File: config.mk
export PLATFORM = sky130hd
export DESIGN_NAME = tcc_regs
export DESIGN_NICKNAME = d
export VERILOG_FILES = /design/src/core/tcc_pkg.sv /design/src/core/tcc_capture_unit.sv /design/src/core/tcc_regs.sv
export SDC_FILE = /design/constraint.sdc
export NUM_CORES = 1
export LEC_CHECK = 0
export CELL_PAD_IN_SITES_DETAIL_PLACEMENT = 0
export CELL_PAD_IN_SITES_GLOBAL_PLACEMENT = 1
export CORE_MARGIN = 4
export CORE_UTILIZATION = 49
export DETAILED_ROUTE_END_ITERATION = 8
export DONT_BUFFER_PORTS = 1
export GPL_TIMING_DRIVEN = 0
export PLACE_DENSITY_LB_ADDON = 0.3
export SLEW_MARGIN = 20
export SYNTH_ARGS = -nofsm -noshare
export SYNTH_HDL_FRONTEND = slang
export SYNTH_SLANG_ARGS = --single-unit
File: constraint.sdc
create_clock -name mclk_i -period 4.25 [get_ports mclk_i]
set_input_delay 0.85 -clock mclk_i [delete_from_list [all_inputs] [get_ports mclk_i]]
set_output_delay 0.85 -clock mclk_i [all_outputs]
set_load 0.02 [all_outputs]
File: src/core/tcc_pkg.sv
// package: register map, reset values and carriers for the timer capture/compare block
package tcc_pkg;

   // io offsets (short io space) and data-space displacement
   localparam logic [7:0] IO_TO_DATA_OFFSET  = 8'h20;
   localparam logic [7:0] SHORT_IO_LIMIT     = 8'h3f;
   localparam logic [7:0] EXT_IO_BASE        = 8'h60;

   localparam logic [7:0] CAPTURE1_LOW_OFS   = 8'h26;
   localparam logic [7:0] CAPTURE1_HIGH_OFS  = 8'h27;
   localparam logic [7:0] CAPTURE3_LOW_OFS   = 8'h80;
   localparam logic [7:0] CAPTURE3_HIGH_OFS  = 8'h81;
   localparam logic [7:0] COMPARE3C_LOW_OFS  = 8'h82;
   localparam logic [7:0] COMPARE3C_HIGH_OFS = 8'h83;
   localparam logic [7:0] COMPARE3B_LOW_OFS  = 8'h84;
   localparam logic [7:0] COMPARE3B_HIGH_OFS = 8'h85;
   localparam logic [7:0] COMPARE3A_LOW_OFS  = 8'h86;
   localparam logic [7:0] COMPARE3A_HIGH_OFS = 8'h87;

   localparam logic [7:0]  BYTE_RESET = 8'h00;
   localparam logic [15:0] WORD_RESET = 16'h0000;

   // cpu byte access to the register space
   typedef struct packed {
      logic       rd;
      logic       wr;
      logic       data_space;
      logic [7:0] addr;
      logic [7:0] wdata;
   } tcc_bus_s;

   // per-timer counter side inputs
   typedef struct packed {
      logic [15:0] running_count;
      logic        capture_input_pin;
   } tcc_timer_in_s;

endpackage : tcc_pkg

File: src/core/tcc_capture_unit.sv
// one timer's capture register with edge detect, edge polarity select and flag
`timescale 1ns/1ns
module tcc_capture_unit
   import tcc_pkg::*;
#(
   parameter int WIDTH = 16
) (
   input  wire logic             clk_i,
   input  wire logic             rst_n_i,
   input  wire logic             trig_i,
   input  wire logic             rising_i,
   input  wire logic [WIDTH-1:0] count_i,
   input  wire logic             wr_i,
   input  wire logic [WIDTH-1:0] wdata_i,
   input  wire logic             flag_clr_i,
   output logic      [WIDTH-1:0] value_o,
   output logic                  flag_o,
   output logic                  event_o
);

   logic             trig_d;
   logic             next_trig_d;
   logic [WIDTH-1:0] next_value;
   logic             next_flag;
   logic             hit;

   always_comb begin
      next_trig_d = trig_i;
      hit         = rising_i ? (trig_i & ~trig_d) : (~trig_i & trig_d);
      next_value  = value_o;
      if (wr_i) begin
         next_value = wdata_i;
      end
      if (hit) begin
         next_value = count_i;
      end
      // a clear in the same cycle as an event loses, so no event is dropped
      next_flag = flag_o;
      if (flag_clr_i) begin
         next_flag = 1'b0;
      end
      if (hit) begin
         next_flag = 1'b1;
      end
   end

   always_ff @(posedge clk_i or negedge rst_n_i) begin
      if (!rst_n_i) begin
         trig_d  <= 1'b0;
         value_o <= '0;
         flag_o  <= 1'b0;
      end else begin
         trig_d  <= next_trig_d;
         value_o <= next_value;
         flag_o  <= next_flag;
      end
   end

   assign event_o = hit;

endmodule : tcc_capture_unit

File: src/core/tcc_regs.sv
// capture and compare register file of the two 16-bit timers
//
// Behaviour
// - capture event copies running count into capture
// - first timer may trigger from analog comparator
// - capture value may serve as counter top
// - capture is 16 bits, low/high byte locations
// - byte accesses go through 8-bit high latch, except compare reads
// - one latch shared by all 16-bit registers
// - data address equals io offset plus 0x20 for short io space only
// - third timer registers at 0x80..0x87, low even
// - capture sets flag; write-one or vector clears
// - match flag set two cycles after compare match
`timescale 1ns/1ns
module tcc_regs
   import tcc_pkg::*;
(
   input  wire logic          mclk_i,
   input  wire logic          rstn_i,
   input  wire tcc_bus_s      bus_i,
   output logic        [7:0]  rdata_o,
   output logic               hit_o,
   input  wire tcc_timer_in_s timer1_i,
   input  wire tcc_timer_in_s timer3_i,
   input  wire logic          comparator_out_i,
   input  wire logic          timer1_use_comparator_i,
   input  wire logic          timer1_rising_i,
   input  wire logic          timer3_rising_i,
   input  wire logic          timer1_capture_is_top_i,
   input  wire logic          timer3_capture_is_top_i,
   input  wire logic          timer1_capture_flag_clr_i,
   input  wire logic          timer3_capture_flag_clr_i,
   input  wire logic   [2:0]  timer3_match_flag_clr_i,
   output logic        [15:0] first_timer_capture_value_o,
   output logic        [15:0] third_timer_capture_value_o,
   output logic        [15:0] third_timer_compare_a_o,
   output logic        [15:0] third_timer_compare_b_o,
   output logic        [15:0] third_timer_compare_c_o,
   output logic        [15:0] timer1_top_o,
   output logic        [15:0] timer3_top_o,
   output logic               first_timer_capture_flag_o,
   output logic               third_timer_capture_flag_o,
   output logic        [2:0]  third_timer_match_flag_o
);

   ////////////////////////////////////////////////////////////////////////
   // reset release and address decode

   logic       rst_meta;
   logic       rst_n;
   logic [7:0] io_addr;

   always_ff @(posedge mclk_i or negedge rstn_i) begin
      if (!rstn_i) begin
         rst_meta <= 1'b0;
         rst_n    <= 1'b0;
      end else begin
         rst_meta <= 1'b1;
         rst_n    <= rst_meta;
      end
   end

   // short io space is addressed by io offset; data space sees low io
   // space shifted by 0x20 and the extended area at its own address
   always_comb begin
      io_addr = bus_i.addr;
      if (bus_i.data_space && bus_i.addr < EXT_IO_BASE) begin
         io_addr = bus_i.addr - IO_TO_DATA_OFFSET;
      end
   end

   logic acc_ok;
   // extended registers answer only through data-space access
   assign acc_ok = bus_i.data_space ? (bus_i.addr >= IO_TO_DATA_OFFSET)
                                    : (bus_i.addr <= SHORT_IO_LIMIT);

   logic sel_c1l, sel_c1h, sel_c3l, sel_c3h;
   logic [2:0] sel_ml;
   logic [2:0] sel_mh;

   always_comb begin
      sel_c1l = acc_ok && io_addr == CAPTURE1_LOW_OFS;
      sel_c1h = acc_ok && io_addr == CAPTURE1_HIGH_OFS;
      sel_c3l = acc_ok && io_addr == CAPTURE3_LOW_OFS;
      sel_c3h = acc_ok && io_addr == CAPTURE3_HIGH_OFS;
      sel_ml  = {acc_ok && io_addr == COMPARE3C_LOW_OFS,
                 acc_ok && io_addr == COMPARE3B_LOW_OFS,
                 acc_ok && io_addr == COMPARE3A_LOW_OFS};
      sel_mh  = {acc_ok && io_addr == COMPARE3C_HIGH_OFS,
                 acc_ok && io_addr == COMPARE3B_HIGH_OFS,
                 acc_ok && io_addr == COMPARE3A_HIGH_OFS};
   end

   assign hit_o = sel_c1l | sel_c1h | sel_c3l | sel_c3h | (|sel_ml) | (|sel_mh);

   ////////////////////////////////////////////////////////////////////////
   // shared high-byte latch

   logic [7:0] temp_high;
   logic [7:0] next_temp_high;
   logic [15:0] cmp [3];

   // one latch for every 16-bit register, so interleaving two 16-bit
   // accesses (e.g. from an interrupt) corrupts the pair; software masks
   always_comb begin
      next_temp_high = temp_high;
      if (bus_i.wr && hit_o && (sel_c1h | sel_c3h | (|sel_mh))) begin
         next_temp_high = bus_i.wdata;
      end else if (bus_i.rd && sel_c1l) begin
         next_temp_high = first_timer_capture_value_o[15:8];
      end else if (bus_i.rd && sel_c3l) begin
         next_temp_high = third_timer_capture_value_o[15:8];
      end else if (bus_i.rd && (|sel_ml)) begin
         // compare registers are written only as pairs, so high reads direct
         next_temp_high = temp_high;
      end
   end

   always_ff @(posedge mclk_i or negedge rst_n) begin
      if (!rst_n) begin
         temp_high <= BYTE_RESET;
      end else begin
         temp_high <= next_temp_high;
      end
   end

   ////////////////////////////////////////////////////////////////////////
   // capture units

   logic wr_c1, wr_c3;
   logic [15:0] pair_word;

   assign wr_c1     = bus_i.wr && sel_c1l;
   assign wr_c3     = bus_i.wr && sel_c3l;
   assign pair_word = {temp_high, bus_i.wdata};

   tcc_capture_unit #(.WIDTH(16)) u_cap1 (
      .clk_i      (mclk_i),
      .rst_n_i    (rst_n),
      .trig_i     (timer1_use_comparator_i ? comparator_out_i
                                           : timer1_i.capture_input_pin),
      .rising_i   (timer1_rising_i),
      .count_i    (timer1_i.running_count),
      .wr_i       (wr_c1),
      .wdata_i    (pair_word),
      .flag_clr_i (timer1_capture_flag_clr_i),
      .value_o    (first_timer_capture_value_o),
      .flag_o     (first_timer_capture_flag_o),
      .event_o    ()
   );

   tcc_capture_unit #(.WIDTH(16)) u_cap3 (
      .clk_i      (mclk_i),
      .rst_n_i    (rst_n),
      .trig_i     (timer3_i.capture_input_pin),
      .rising_i   (timer3_rising_i),
      .count_i    (timer3_i.running_count),
      .wr_i       (wr_c3),
      .wdata_i    (pair_word),
      .flag_clr_i (timer3_capture_flag_clr_i),
      .value_o    (third_timer_capture_value_o),
      .flag_o     (third_timer_capture_flag_o),
      .event_o    ()
   );

   // capture register doubles as top when the counting mode asks for it
   assign timer1_top_o = timer1_capture_is_top_i ? first_timer_capture_value_o
                                                 : 16'hffff;
   assign timer3_top_o = timer3_capture_is_top_i ? third_timer_capture_value_o
                                                 : 16'hffff;

   ////////////////////////////////////////////////////////////////////////
   // third timer compare registers and match flags

   logic [15:0] next_cmp [3];
   logic [2:0]  match_d;
   logic [2:0]  next_match_d;
   logic [2:0]  next_flag;

   for (genvar g = 0; g < 3; g++) begin : g_cmp
      always_comb begin
         next_cmp[g] = cmp[g];
         if (bus_i.wr && sel_ml[g]) begin
            next_cmp[g] = pair_word;
         end
         next_match_d[g] = (timer3_i.running_count == cmp[g]);
         // flag rises two cycles after the match (match_d stage); a set beats a clear
         next_flag[g] = third_timer_match_flag_o[g];
         if (timer3_match_flag_clr_i[g]) begin
            next_flag[g] = 1'b0;
         end
         if (match_d[g]) begin
            next_flag[g] = 1'b1;
         end
      end

      always_ff @(posedge mclk_i or negedge rst_n) begin
         if (!rst_n) begin
            cmp[g]                      <= WORD_RESET;
            match_d[g]                  <= 1'b0;
            third_timer_match_flag_o[g] <= 1'b0;
         end else begin
            cmp[g]                      <= next_cmp[g];
            match_d[g]                  <= next_match_d[g];
            third_timer_match_flag_o[g] <= next_flag[g];
         end
      end
   end

   assign third_timer_compare_a_o = cmp[0];
   assign third_timer_compare_b_o = cmp[1];
   assign third_timer_compare_c_o = cmp[2];

   ////////////////////////////////////////////////////////////////////////
   // read data, registered for one cycle

   logic [7:0] next_rdata;

   always_comb begin
      next_rdata = 8'h00;
      if (bus_i.rd) begin
         if (sel_c1l) next_rdata = first_timer_capture_value_o[7:0];
         if (sel_c1h) next_rdata = temp_high;
         if (sel_c3l) next_rdata = third_timer_capture_value_o[7:0];
         if (sel_c3h) next_rdata = temp_high;
         for (int i = 0; i < 3; i++) begin
            if (sel_ml[i]) next_rdata = cmp[i][7:0];
            if (sel_mh[i]) next_rdata = cmp[i][15:8];
         end
      end
   end

   always_ff @(posedge mclk_i or negedge rst_n) begin
      if (!rst_n) begin
         rdata_o <= BYTE_RESET;
      end else begin
         rdata_o <= next_rdata;
      end
   end

endmodule : tcc_regs

# Yosys cells after proc, flatten, opt, wreduce, memory -nomap -nowiden
# Cells that the tools add are included.
# totals
elab_cells,116
out_inout_bits,126
ff_bits,108
inputBits,66
# op_classes
n_reduce_logical,30
bitwise_logic,15
magnitude_cmp,3
n_eq_ne,13
n_mux,35
add_sub_neg,1
# op_table
operator,n
$mux W8,15
$mux W16,6
$eq A8 B8 Y1 const B,8
$eq A16 B16 Y1,3
$logic_and A1 B1 Y1,20
$eq A8 B6 Y1 const B,2
$mux W1,14
$reduce_bool A2 Y1,7
$ge A8 B6 Y1 const B,1
$le A8 B6 Y1 const B,1
$lt A8 B7 Y1 const B,1
$sub A8 B6 Y8 const B,1
$or A1 B1 Y1,7
$reduce_or A3 Y1,2
$and A1 B1 Y1,4
$not A1 Y1,4
$reduce_bool A3 Y1,1

# Depth between registers and ports, before layout
# Gate-level depths: netlist (run 1).
# depth
word_depth,16
depth_mapped,11
ltp_nobuf,8

# Cells and area by module
# Synthesis (run 1) repeated with hierarchy kept, for this count alone.
# unflattened
hier_cells,550
hier_area_um2,6403.6
# modules_own_cells
mod,area_per_inst_um2,n_inst,cells_per_inst,seq_area_each_um2
tcc_regs,4579.4,1,432,1801.7
tcc_capture_unit,912.1,2,59,450.4

# Worst setup path after synthesis (run 1)
# Ideal clock, no wire load.
# synth_timing
kind,in2reg
start,input bus_i[14] in the netlist's numbering
end,register rdata_o[5]
stages,11
t_required_ns,4.117
n_path_buf,3
t_arrival_ns,3.062
setup_ns,0.133
path_slack_ns,1.054
path_cell_list,inv_1 -> ha_1 -> or3b_1 -> o211a_1 -> clkbuf_1 -> and3_1 -> clkbuf_1 -> buf_2 -> a221o_1 -> a2111oi_0 -> nor2_1
# synth_between
elab_chain_len,16
elab_cells_between_ends,38
cone_classes,add/sub (1); order compare (3); eq/ne (10); mux (13); reduce/logical (11)
# synth_lines
element,line_no,rtl
"start, declared",tcc_regs.sv:20,"input wire tcc_bus_s bus_i,"
$lt A8 B7 Y1,tcc_regs.sv:67,if (bus_i.data_space && bus_i.addr < EXT_IO_BASE) begin
$logic_and A1 B1 Y1,tcc_regs.sv:67,
$mux W8,tcc_regs.sv:67,
$eq A8 B6 Y1,tcc_regs.sv:82,sel_c1l = acc_ok && io_addr == CAPTURE1_LOW_OFS;
$logic_and A1 B1 Y1,tcc_regs.sv:82,
$mux W8,tcc_regs.sv:222,if (sel_c1l) next_rdata = first_timer_capture_value_o[7:0];
$mux W8,tcc_regs.sv:223,if (sel_c1h) next_rdata = temp_high;
$mux W8,tcc_regs.sv:224,if (sel_c3l) next_rdata = third_timer_capture_value_o[7:0];
$mux W8,tcc_regs.sv:225,if (sel_c3h) next_rdata = temp_high;
$mux W8,tcc_regs.sv:227,if (sel_ml[i]) next_rdata = cmp[i][7:0];
$mux W8,tcc_regs.sv:228,if (sel_mh[i]) next_rdata = cmp[i][15:8];
$mux W8,tcc_regs.sv:227,
$mux W8,tcc_regs.sv:228,
$mux W8,tcc_regs.sv:227,
$mux W8 *,tcc_regs.sv:228,
$mux W8 *,tcc_regs.sv:221,if (bus_i.rd) begin
named net next_rdata[5],tcc_regs.sv:217,logic [7:0] next_rdata;
"end signal, assigned",tcc_regs.sv:237,rdata_o <= next_rdata;
"end, declared",tcc_regs.sv:21,"output logic [7:0] rdata_o,"
# Mark *: on every way through the listed nets, which the timed path passes. The rest lies on a longest branch.
# A chain may end at the register's enable or synchronous reset.

# Worst setup path in the final report (run 1)
# Same ends and word-level chain as after synthesis.

==> results of run 1 <==
-- cells by family (layout without fill, tap and decap cells) --
logic type	after synthesis	after routing	synth area share [%]
and+or+nand+nor	167	167	15.5
AOI/OAI and AO/OA	133	133	15.9
DFF	108	108	43.7
muxes	84	84	14.6
xor gates and xnor gates	48	48	6.79
buffers and inverters	45	62	3.09
adders and majority gates	2	2	0.404
other	1	1	0.0606
-- Yosys cell counts, types with 4 or more instances --
| master | instances |
|---|---|
| clkbuf_1 | 21 |
| o22ai_1 | 4 |
| inv_1 | 15 |
| nand2_1 | 44 |
| nor3b_1 | 6 |
| nand4_1 | 18 |
| nand3_1 | 6 |
| a22o_1 | 4 |
| a2111oi_0 | 6 |
| nor2b_1 | 5 |
| dfrtp_1 | 108 |
| a221o_1 | 16 |
| and3_1 | 4 |
| a21oi_1 | 7 |
| nor4_1 | 9 |
| xnor2_1 | 48 |
| a21o_1 | 5 |
| a22oi_1 | 4 |
| o221ai_1 | 5 |
| o221a_2 | 5 |
| a31oi_1 | 5 |
| nor2_1 | 12 |
| o211ai_1 | 4 |
| nor3_1 | 4 |
| mux2i_1 | 35 |
| nand2b_1 | 40 |
| o21ai_0 | 40 |
| buf_2 | 6 |
| mux2_2 | 49 |
-- registers in the layout (all words and copies together), names as in the netlist, 3 cells and up --
signal / cells
third_timer_compare_a_o: 16
third_timer_compare_b_o: 16
third_timer_compare_c_o: 16
u_cap1.value_o: 16
u_cap3.value_o: 16
rdata_o: 8
temp_high: 8
match_d: 3
third_timer_match_flag_o: 3
-- per-stage QoR --
stage | area (µm²) | std cells | setup TNS, ns | util [%]
after floorplan | 6190 | 588 | 0 | -
after global placement | 6400 | 756 | -0.976 | 52.4
after detailed placement | 6430 | 757 | 0 | 52.7
after CTS | 6780 | 773 | 0 | 55.5
after global routing | 6780 | 773 | 0 | 55.5
final | 6780 | 773 | 0 | 55.5
-- where the power goes --
group	switching, µW	total [µW]	leakage (µW)	internal, µW
clock	388	956	0.000169	568
combinational	201	340	0.00136	139
sequential	252	1360	0.00144	1110
-- cell type report --
type / count / share of cell area (%)
Multi-Input combinational cell: 435 / 48.7
Sequential cell: 108 / 39.9
Clock buffer: 12 / 3.93
Tap cell: 168 / 3.10
Buffer: 30 / 1.99
Clock inverter: 4 / 1.14
Inverter: 15 / 0.831
Timing Repair Buffer: 1 / 0.406
-- worst max-delay path, cell delays in order --
cell and delay [ns]:
inv_1 0.14, ha_1 0.26, or3b_1 0.42, o211a_1 0.15, clkbuf_1 0.22, and3_1 0.21
clkbuf_1 0.14, buf_2 0.22, a221o_1 0.33, a2111oi_0 0.65, nor2_1 0.14
-- worst min-delay path by stage --
stage	startpoint	to	slack, ns	cells after the start
global placement	rst_meta	rst_n	0.34	0
floorplan	rst_meta	rst_n	0.33	0
finish	rstn_i	rst_n	0.18	0
global route	rstn_i	rst_n	0.17	0
detailed placement	rst_meta	rst_n	0.35	0
CTS	rstn_i	rst_n	0.18	0
-- metal layers --
layer  GRT usage (%)  share of wire (%)
met5               0                  0
met1            39.8                 41
met3            7.90                9.8
met2            47.8                 47
met4            8.57                2.3
==> metrics.txt, run 1 <==
# H-tree levels=3; # diodes=0; routability cong.=between 0.9 and 1; worst hold path class=in -> async; Worst Setup EP=rdata_o[5]; area of the multi-input gates=approximately 3300 µm²; relative slew slack=between 20% and 30%; DR iter-0 viols=between 300 and 400; reg2reg start=u_cap3.trig_d; Initial Utilization=between 50% and 60%; post-place setup slack=~0.51 ns; clk buf depth=2; drc violations=0; DRT antenna net count=0; Total Routing Usage GR=between 20% and 30%; crit-path max FO=10; commonest non-fill, non-tap cell in the layout=dfrtp_1; average cell area after synthesis=about 11 µm²; synthesized flop and latch total=between 100 and 150; Total Power=around 2700 µW; Resize count post-CTS=0; clock insertion delay at the later pin of the skew report=about 0.36 ns; CP Data Arrival Time=around 3.7 ns; Main synth FF type=dfrtp_1; vias in the first global route=~5,100; min Tclk post-route=around 3.5 ns; IO Count=between 150 and 200; 1st-pass router iterations=5; clk slew on worst S/H paths=0.07 ns; clk sinks=between 100 and 150; WL final=roughly 21 mm; Synth Warn #=0; worst vdd ir=~0.00025 V; EDFF count, synth=0; r2r setup slk=around 2.1 ns; FF+latch area=2710 µm²; grt ovf=0; synth top area cells=dfrtp_1, mux2_2, xnor2_1; Core ar.=roughly 12,000 µm²; worst slew pin tran=around 1.1 ns; Syn Inst Count=588; most frequent cells in the layout=dfrtp_1, mux2_2, xnor2_1; # setup viols final=0; Die ar.=14,500 µm²; Final Hold Vio Count=0; initial antenna violation count=0; post-synth top area share=between 40% and 50%; FFs w/ async S/R, synth=between 90% and 100%; clock skew=between 0.006 and 0.007 ns; status=completed; Synth Net Count=656; input/output buffers=0; Seq/Total Area, Yosys=43.7%; CTS tree=yes; worst reg2reg endpoint=u_cap3.value_o[12]; Die Wd=between 100 and 150 µm; final-report max-slew violation count=0; via/cell ratio=between 6 and 7; CP required=4.46 ns; Setup WS post-layout=~0.73 ns; Hold WS=0.180 ns; # rows=40; Yosys cell types=65; Root Buffer=clkbuf_16; Die Y=120 µm; setup bufs post-CTS=0; total CTS buffers=9; via count=5,092; Crit Path Class=in -> reg; Cell Area, Synth=6190 µm²; nets@finish=between 600 and 700; PwrDens=393 nW/µm²; P&R area growth vs syn=9.48%; DR WL/cell=27.8 µm; RSZ-0062 raised after global routing=no; Pleak=~0.0030 µW; largest net degree at the start of global routing=between 50 and 60; area leader, netlist=dfrtp_1; layout cell share with drive strength beyond 1=between 15 and 20%; CP Launch Type=input pin; worst r2r path cells=5; global-route wire length before repair=about 33 mm; fillers=about 1,100; MaxCap Viol Count=0; fmax=between 0.2 and 0.3 GHz; crit end category=register; worst setup path start=bus_i[14]; CTS Hold Bufs=0; DP Wirelength=about 16 mm; final worst-path cycle share=82.9%
No activity file was read; power rests on OpenSTA's default activity.
==> inputs of run 2 (changes only) <==
--- a/config.mk
+++ b/config.mk
@@ -5,10 +5,11 @@
 export SDC_FILE = /design/constraint.sdc
 export NUM_CORES = 1
 export LEC_CHECK = 0
+export ABC_AREA = 1
 export CELL_PAD_IN_SITES_DETAIL_PLACEMENT = 0
 export CELL_PAD_IN_SITES_GLOBAL_PLACEMENT = 1
 export CORE_MARGIN = 4
-export CORE_UTILIZATION = 49
+export CORE_UTILIZATION = 46
 export DETAILED_ROUTE_END_ITERATION = 8
 export DONT_BUFFER_PORTS = 1
 export GPL_TIMING_DRIVEN = 0
==> constraint.sdc (replaced) <==
create_clock -name mclk_i -period 3.25 [get_ports mclk_i]
set_input_delay 0.65 -clock mclk_i [delete_from_list [all_inputs] [get_ports mclk_i]]
set_output_delay 0.65 -clock mclk_i [all_outputs]
set_load 0.02 [all_outputs]
==> metrics.txt, run 2 <==
status=completed (unchanged); # setup viols final=0 (unchanged); post-synth top area share=43.8% (was 43.7%); Core ar.=13,200 µm² (was 12,200 µm²); top-count cell post-synth=nand2_1 (was dfrtp_1); via count=5,825 (was 5,092); largest family of logic cells by synthesized area=simple AND/OR/NAND/NOR gates (was compound AO/OA/AOI/OAI gates); Die Wd=124 µm (was 120 µm); Yosys cell types=40 (was 65); grt ovf=0 (unchanged); clk slew on worst S/H paths=0.08 ns (was 0.07 ns); Syn Inst Count=789 (was 588); min Tclk post-route=between 3 and 4 ns; final core utilization=51.2% (was 55.5%); Final Hold Vio Count=0 (unchanged); Die Y=124 µm (was 120 µm); worst vdd ir=0.000306 V (was 0.000245 V); largest net degree at the start of global routing=45 (was 57); total CTS buffers=9 (unchanged); worst setup path start=bus_i[13] (was bus_i[14]); multiplexer share of the synthesized area=0% (was 14.6%); Die ar.=15,300 µm² (was 14,500 µm²); CP required=2.60 ns (was 4.46 ns); Pleak=0.00300 µW (was 0.00298 µW); Synth Net Count=857 (was 656); synthesized flop and latch total=108 (unchanged); synth top area cells=dfrtp_1, nand2_1, o21ai_0 (was dfrtp_1, mux2_2, xnor2_1); initial antenna violation count=0 (unchanged); IO Count=192 (unchanged); RSZ-0062 raised after global routing=no (unchanged); placed cell areas=6440 µm² (was 6430 µm²); final instance area=6750 µm² (was 6780 µm²); WL final=22.0 mm (was 21.5 mm); global-route wire length before repair=32.7 mm (was 32.6 mm); Cell Area, Synth=6160 µm² (was 6190 µm²); vias in the first global route=5,507 (was 5,091); clk buf depth=2 (unchanged); worst hold path class=reg -> async (was in -> async); post-synthesis simple-gate area fraction=25.8% (was 15.5%); clock insertion delay at the later pin of the skew report=0.37 ns (was 0.36 ns); EDFF count, synth=0 (unchanged); # H-tree levels=3 (unchanged); clk sinks=108 (unchanged); nets@finish=871 (was 668); Synth Area in Compound Gates=16.1% (was 15.9%); area leader, netlist=dfrtp_1 (unchanged); # diodes=0 (unchanged); DR iter-0 viols=555 (was 362); CP Cell Sequence=inv_1 > ha_1 > inv_1 > nand3_1 > nand2_1 > nor2_4 > nand3_2 > nor3_2 > nor4_1 > nand2_1 (was inv_1 > ha_1 > or3b_1 > o211a_1 > clkbuf_1 > and3_1 > clkbuf_1 > buf_2 > a221o_1 > a2111oi_0 > nor2_1); Initial Utilization=46.7% (was 50.7%); DR WL/cell=22.4 µm (was 27.8 µm); average cell area after synthesis=7.81 µm² (was 10.5 µm²); final-report max-slew violation count=0 (unchanged); FFs w/ async S/R, synth=100% (unchanged); Seq/Total Area, Yosys=43.8% (was 43.7%); Synth Warn #=0 (unchanged); via/cell ratio=5.92 (was 6.59); routability cong.=0.921 (was 0.932); xor-xnor portion of the synthesized cell area=5.83% (was 6.79%); Total Routing Usage GR=28.7% (was 29.8%); reg2reg start=u_cap3.trig_d (unchanged); clock skew=0.00847 ns (was 0.00624 ns); MaxCap Viol Count=0 (unchanged); DP Wirelength=17.4 mm (was 16.5 mm); Worst path max stage delay=0.56 ns (was 0.65 ns); commonest non-fill, non-tap cell in the layout=nand2_1 (was dfrtp_1); P&R area growth vs syn=9.46% (was 9.48%); final worst-path cycle share=95.4%; Crit Path Class=in -> out (was in -> reg); most frequent cells in the layout=nand2_1, dfrtp_1, inv_1 (was dfrtp_1, mux2_2, xnor2_1); fmax=0.322 GHz; crit end category=primary output (was register); Resize count post-CTS=0 (unchanged); worst slew pin tran=0.664 ns (was 1.14 ns); CP Launch Type=input pin (unchanged); setup TNS=0 ns (unchanged); worst r2r path cells=8 (was 5); Crit-path slowest cell=nor3_2 (was a2111oi_0); input/output buffers=0 (unchanged); drc violations=0 (unchanged); Root Buffer=clkbuf_16 (unchanged); synth cell count leaders=nand2_1, dfrtp_1, inv_1 (was dfrtp_1, mux2_2, xnor2_1); Adder-Cell Fraction of Synth Area=0.406% (was 0.404%); CTS tree=yes (unchanged); 1st-pass router iterations=5 (unchanged); crit-path max FO=7 (was 10); DRT antenna net count=0 (unchanged); PwrDens=504 nW/µm² (was 393 nW/µm²); layout cell share with drive strength beyond 1=9.65% (was 15.2%); # rows=42 (was 40); Main synth FF type=dfrtp_1 (unchanged); CP Data Arrival Time=2.45 ns (was 3.73 ns); relative slew slack=55.5% (was 23.5%)
run 2: worst max-delay path: cells and delay by family:
family | cells | cell delay (ns)
simple gates | 7 | 1.41
buf+inv | 2 | 0.10
fa+ha+maj | 1 | 0.28
run 2: stage by stage:
stage                     total power [µW]  hold slack [ns]  cells  worst slack (ns)
after CTS                             3400            0.291    984             0.179
after global placement                2240            0.338    965             -1.21
after floorplan                       2070            0.331    789            0.0186
after global routing                  3510            0.303    984           0.00778
final                                 3400            0.280    984             0.149
after detailed placement              2260            0.283    967             0.179
run 2: final timing paths:
check                                              end  slack (ns)
max                                              hit_o        0.15
min                        third_timer_compare_a_o[11]        0.28
max reg2reg                         u_cap3.value_o[12]        1.26
min reg2reg                third_timer_compare_a_o[11]        0.28
max in group asynchronous            u_cap3.value_o[9]        2.40
min in group mclk_i                      u_cap3.trig_d        0.31
run 2: layer usage:
layer | up-vias | wire length (µm) | GRT usage [%]
met1 | 2863 | 8700 | 37.2
li1 | 2629 | - | -
met5 | - | 0 | 0
met2 | 300 | 10700 | 46.8
met4 | 0 | 472 | 10.0
met3 | 33 | 2170 | 6.86
run 2: final cells by class:
cell class | count | area (µm²)
fillers | 1276 | 6440
multi-input cells | 561 | 2980
flip-flops and latches | 108 | 2710
inverters | 92 | 345
clock buffers | 10 | 229
well taps | 176 | 220
plain buffers | 28 | 141
clock inverters | 6 | 72.6
repair buffers | 3 | 57.6
run 2: timing repair:
item | in CTS | in global routing
hold endpoints to repair | 2 | 0
buffers inserted | 0 | 0
hold buffers | 1 | 0
run 2: power by group:
part | leakage, µW | total, µW | internal (µW) | switching (µW)
Combinational | 0.00141 | 538 | 144 | 394
Clock | 0.000149 | 1160 | 608 | 553
Sequential | 0.00144 | 1700 | 1450 | 247
run 2: logic make-up after synthesis:
family                     Yosys count
and+or+nand+nor                    344
AOI/OAI and AO/OA                  173
buffers and inverters              120
DFF                                108
xor gates and xnor gates            41
adders and majority gates            2
other                                1
==> inputs of run 3 (changes only) <==
--- a/config.mk
+++ b/config.mk
@@ -14,6 +14,7 @@
 export DONT_BUFFER_PORTS = 1
 export GPL_TIMING_DRIVEN = 0
 export PLACE_DENSITY_LB_ADDON = 0.3
+export SETUP_SLACK_MARGIN = 0.2
 export SLEW_MARGIN = 20
 export SYNTH_ARGS = -nofsm -noshare
 export SYNTH_HDL_FRONTEND = slang
==> metrics.txt, run 3 (same netlist as run 2, synthesis figures left out) <==
worst vdd ir=0.000496 V (was 0.000306 V); final-report max-slew violation count=0 (unchanged); crit-path max FO=6 (was 7); post-place setup slack=0.226 ns (was 0.179 ns); r2r setup slk=1.28 ns (was 1.26 ns); DR iter-0 viols=551 (was 555); global-route wire length before repair=32.5 mm (was 32.7 mm); Final Hold Vio Count=0 (unchanged); clock insertion delay at the later pin of the skew report=0.37 ns (about the same); Crit Path Class=in -> out (unchanged); clock skew=0.00834 ns (was 0.00847 ns); worst slew pin tran=0.619 ns (was 0.664 ns); via count=5,753 (was 5,825); grt ovf=0 (unchanged); clk buf depth=2 (unchanged); PwrDens=498 nW/µm² (was 504 nW/µm²); fmax=0.339 GHz (was 0.322 GHz); clk sinks=108 (unchanged); drc violations=0 (unchanged); Core ar.=13,200 µm² (unchanged); worst hold path class=reg -> async (unchanged); Pleak=0.00299 µW (was 0.00300 µW); Total Routing Usage GR=28.9% (was 28.7%); vias in the first global route=5,618 (was 5,507); Hold WS=0.287 ns (was 0.280 ns); DR WL/cell=22.4 µm (about the same); met3 routed WL=2.54 mm (was 2.17 mm); min Tclk post-route=2.95 ns (was 3.10 ns); setup TNS=0 ns (unchanged); CTS tree=yes (unchanged); final worst-path cycle share=90.8% (was 95.4%); IO Count=192 (unchanged); DP Wirelength=17.4 mm (about the same); total CTS buffers=9 (unchanged); status=completed (unchanged); P&R area growth vs syn=9.42% (was 9.46%); Root Buffer=clkbuf_16 (unchanged); CP Launch Type=input pin (unchanged); largest net degree at the start of global routing=44 (was 45); Initial Utilization=46.7% (unchanged); MaxCap Viol Count=0 (unchanged); relative slew slack=58.5% (was 55.5%); 1st-pass router iterations=5 (unchanged); clk slew on worst S/H paths=0.07 ns (was 0.08 ns); initial antenna violation count=0 (unchanged); input/output buffers=0 (unchanged); routability cong.=0.925 (was 0.921); layout cell share with drive strength beyond 1=9.91% (was 9.65%); CP Data Arrival Time=2.30 ns (was 2.45 ns); commonest non-fill, non-tap cell in the layout=nand2_1 (unchanged); DRT antenna net count=0 (unchanged); # H-tree levels=3 (unchanged); via/cell ratio=5.85 (was 5.92); Die Wd=124 µm (unchanged); top routing layer in use=met4 (unchanged); WL final=22.0 mm (about the same); # rows=42 (unchanged); routed metal-1 wire length=8.59 mm (was 8.70 mm); crit end category=primary output (unchanged); dpl cells=967 (unchanged); Setup WS post-layout=0.298 ns (was 0.149 ns); worst r2r path cells=8 (unchanged); # diodes=0 (unchanged); most frequent cells in the layout=nand2_1, dfrtp_1, inv_1 (unchanged); fillers=1,300 (was 1,276); Die Y=124 µm (unchanged); CP required=2.60 ns (about the same); RSZ-0062 raised after global routing=no (unchanged); Die ar.=15,300 µm² (unchanged); routed wl met2=10.2 mm (was 10.7 mm); nets@finish=872 (was 871); fin cells=983 (was 984); # setup viols final=0 (unchanged)
==> run 3: routing by layer <==
layer  GRT usage, %  vias to the layer above
li1               -                     2628
met1           36.8                     2744
met2           44.8                      328
met3           10.0                       53
met4           12.0                        0
met5              0                        -
==> run 3: area by class of cell <==
cell class                 count  area (µm²)  share of cell area [%]
timing repair buffer           4        65.1                   0.965
clock inverter                 4        51.3                   0.761
tap                          176         220                    3.26
multi-input combinational    561        2990                    44.3
sequential                   108        2710                    40.1
clock buffer                  10         229                    3.39
inverter                      92         345                    5.12
buffer                        28         141                    2.10
==> run 3: what timing repair did <==
action,in CTS,in global routing
buffers inserted,0,1
endpoints found under the setup margin,0,1
resized for setup,0,3
hold buffers,1,0
hold endpoints to repair,2,0
==> run 3: through the flow <==
stage / total power [µW] / area, µm² / utilization (%)
2_1_floorplan: 2070 / 6170 / -
3_3_place_gp: 2250 / 6390 / 48.4
3_5_place_dp: 2270 / 6440 / 48.8
4_1_cts: 3360 / 6730 / 51.0
5_1_grt: 3490 / 6750 / 51.1
6_report: 3360 / 6750 / 51.1
==> run 3: worst max-delay path: stages <==
cell,delay (ns)
inv_1,0.05
ha_1,0.28
inv_1,0.05
nand3_1,0.07
nand2_1,0.11
nor2_4,0.15
nand3_2,0.18
nor4_4,0.33
nor2_1,0.08
nand2_2,0.12
nor2_2,0.08
nand2_2,0.15
==> run 3: worst paths after layout <==
path / startpoint / endpoint
worst min-delay path: rst_n / third_timer_compare_b_o[14]
max in group asynchronous: rst_n / u_cap3.trig_d
worst min register to register: rst_n / third_timer_compare_b_o[14]
min in group mclk_i: timer3_i[0] / u_cap3.trig_d
worst max register to register: u_cap3.trig_d / u_cap3.value_o[8]
worst max-delay path: bus_i[13] / hit_o
==> run 3: where the power goes <==
group          total (µW)  switching, µW  internal, µW
registers            1700            248          1450
clock network        1110            522           592
logic                 545            400           145
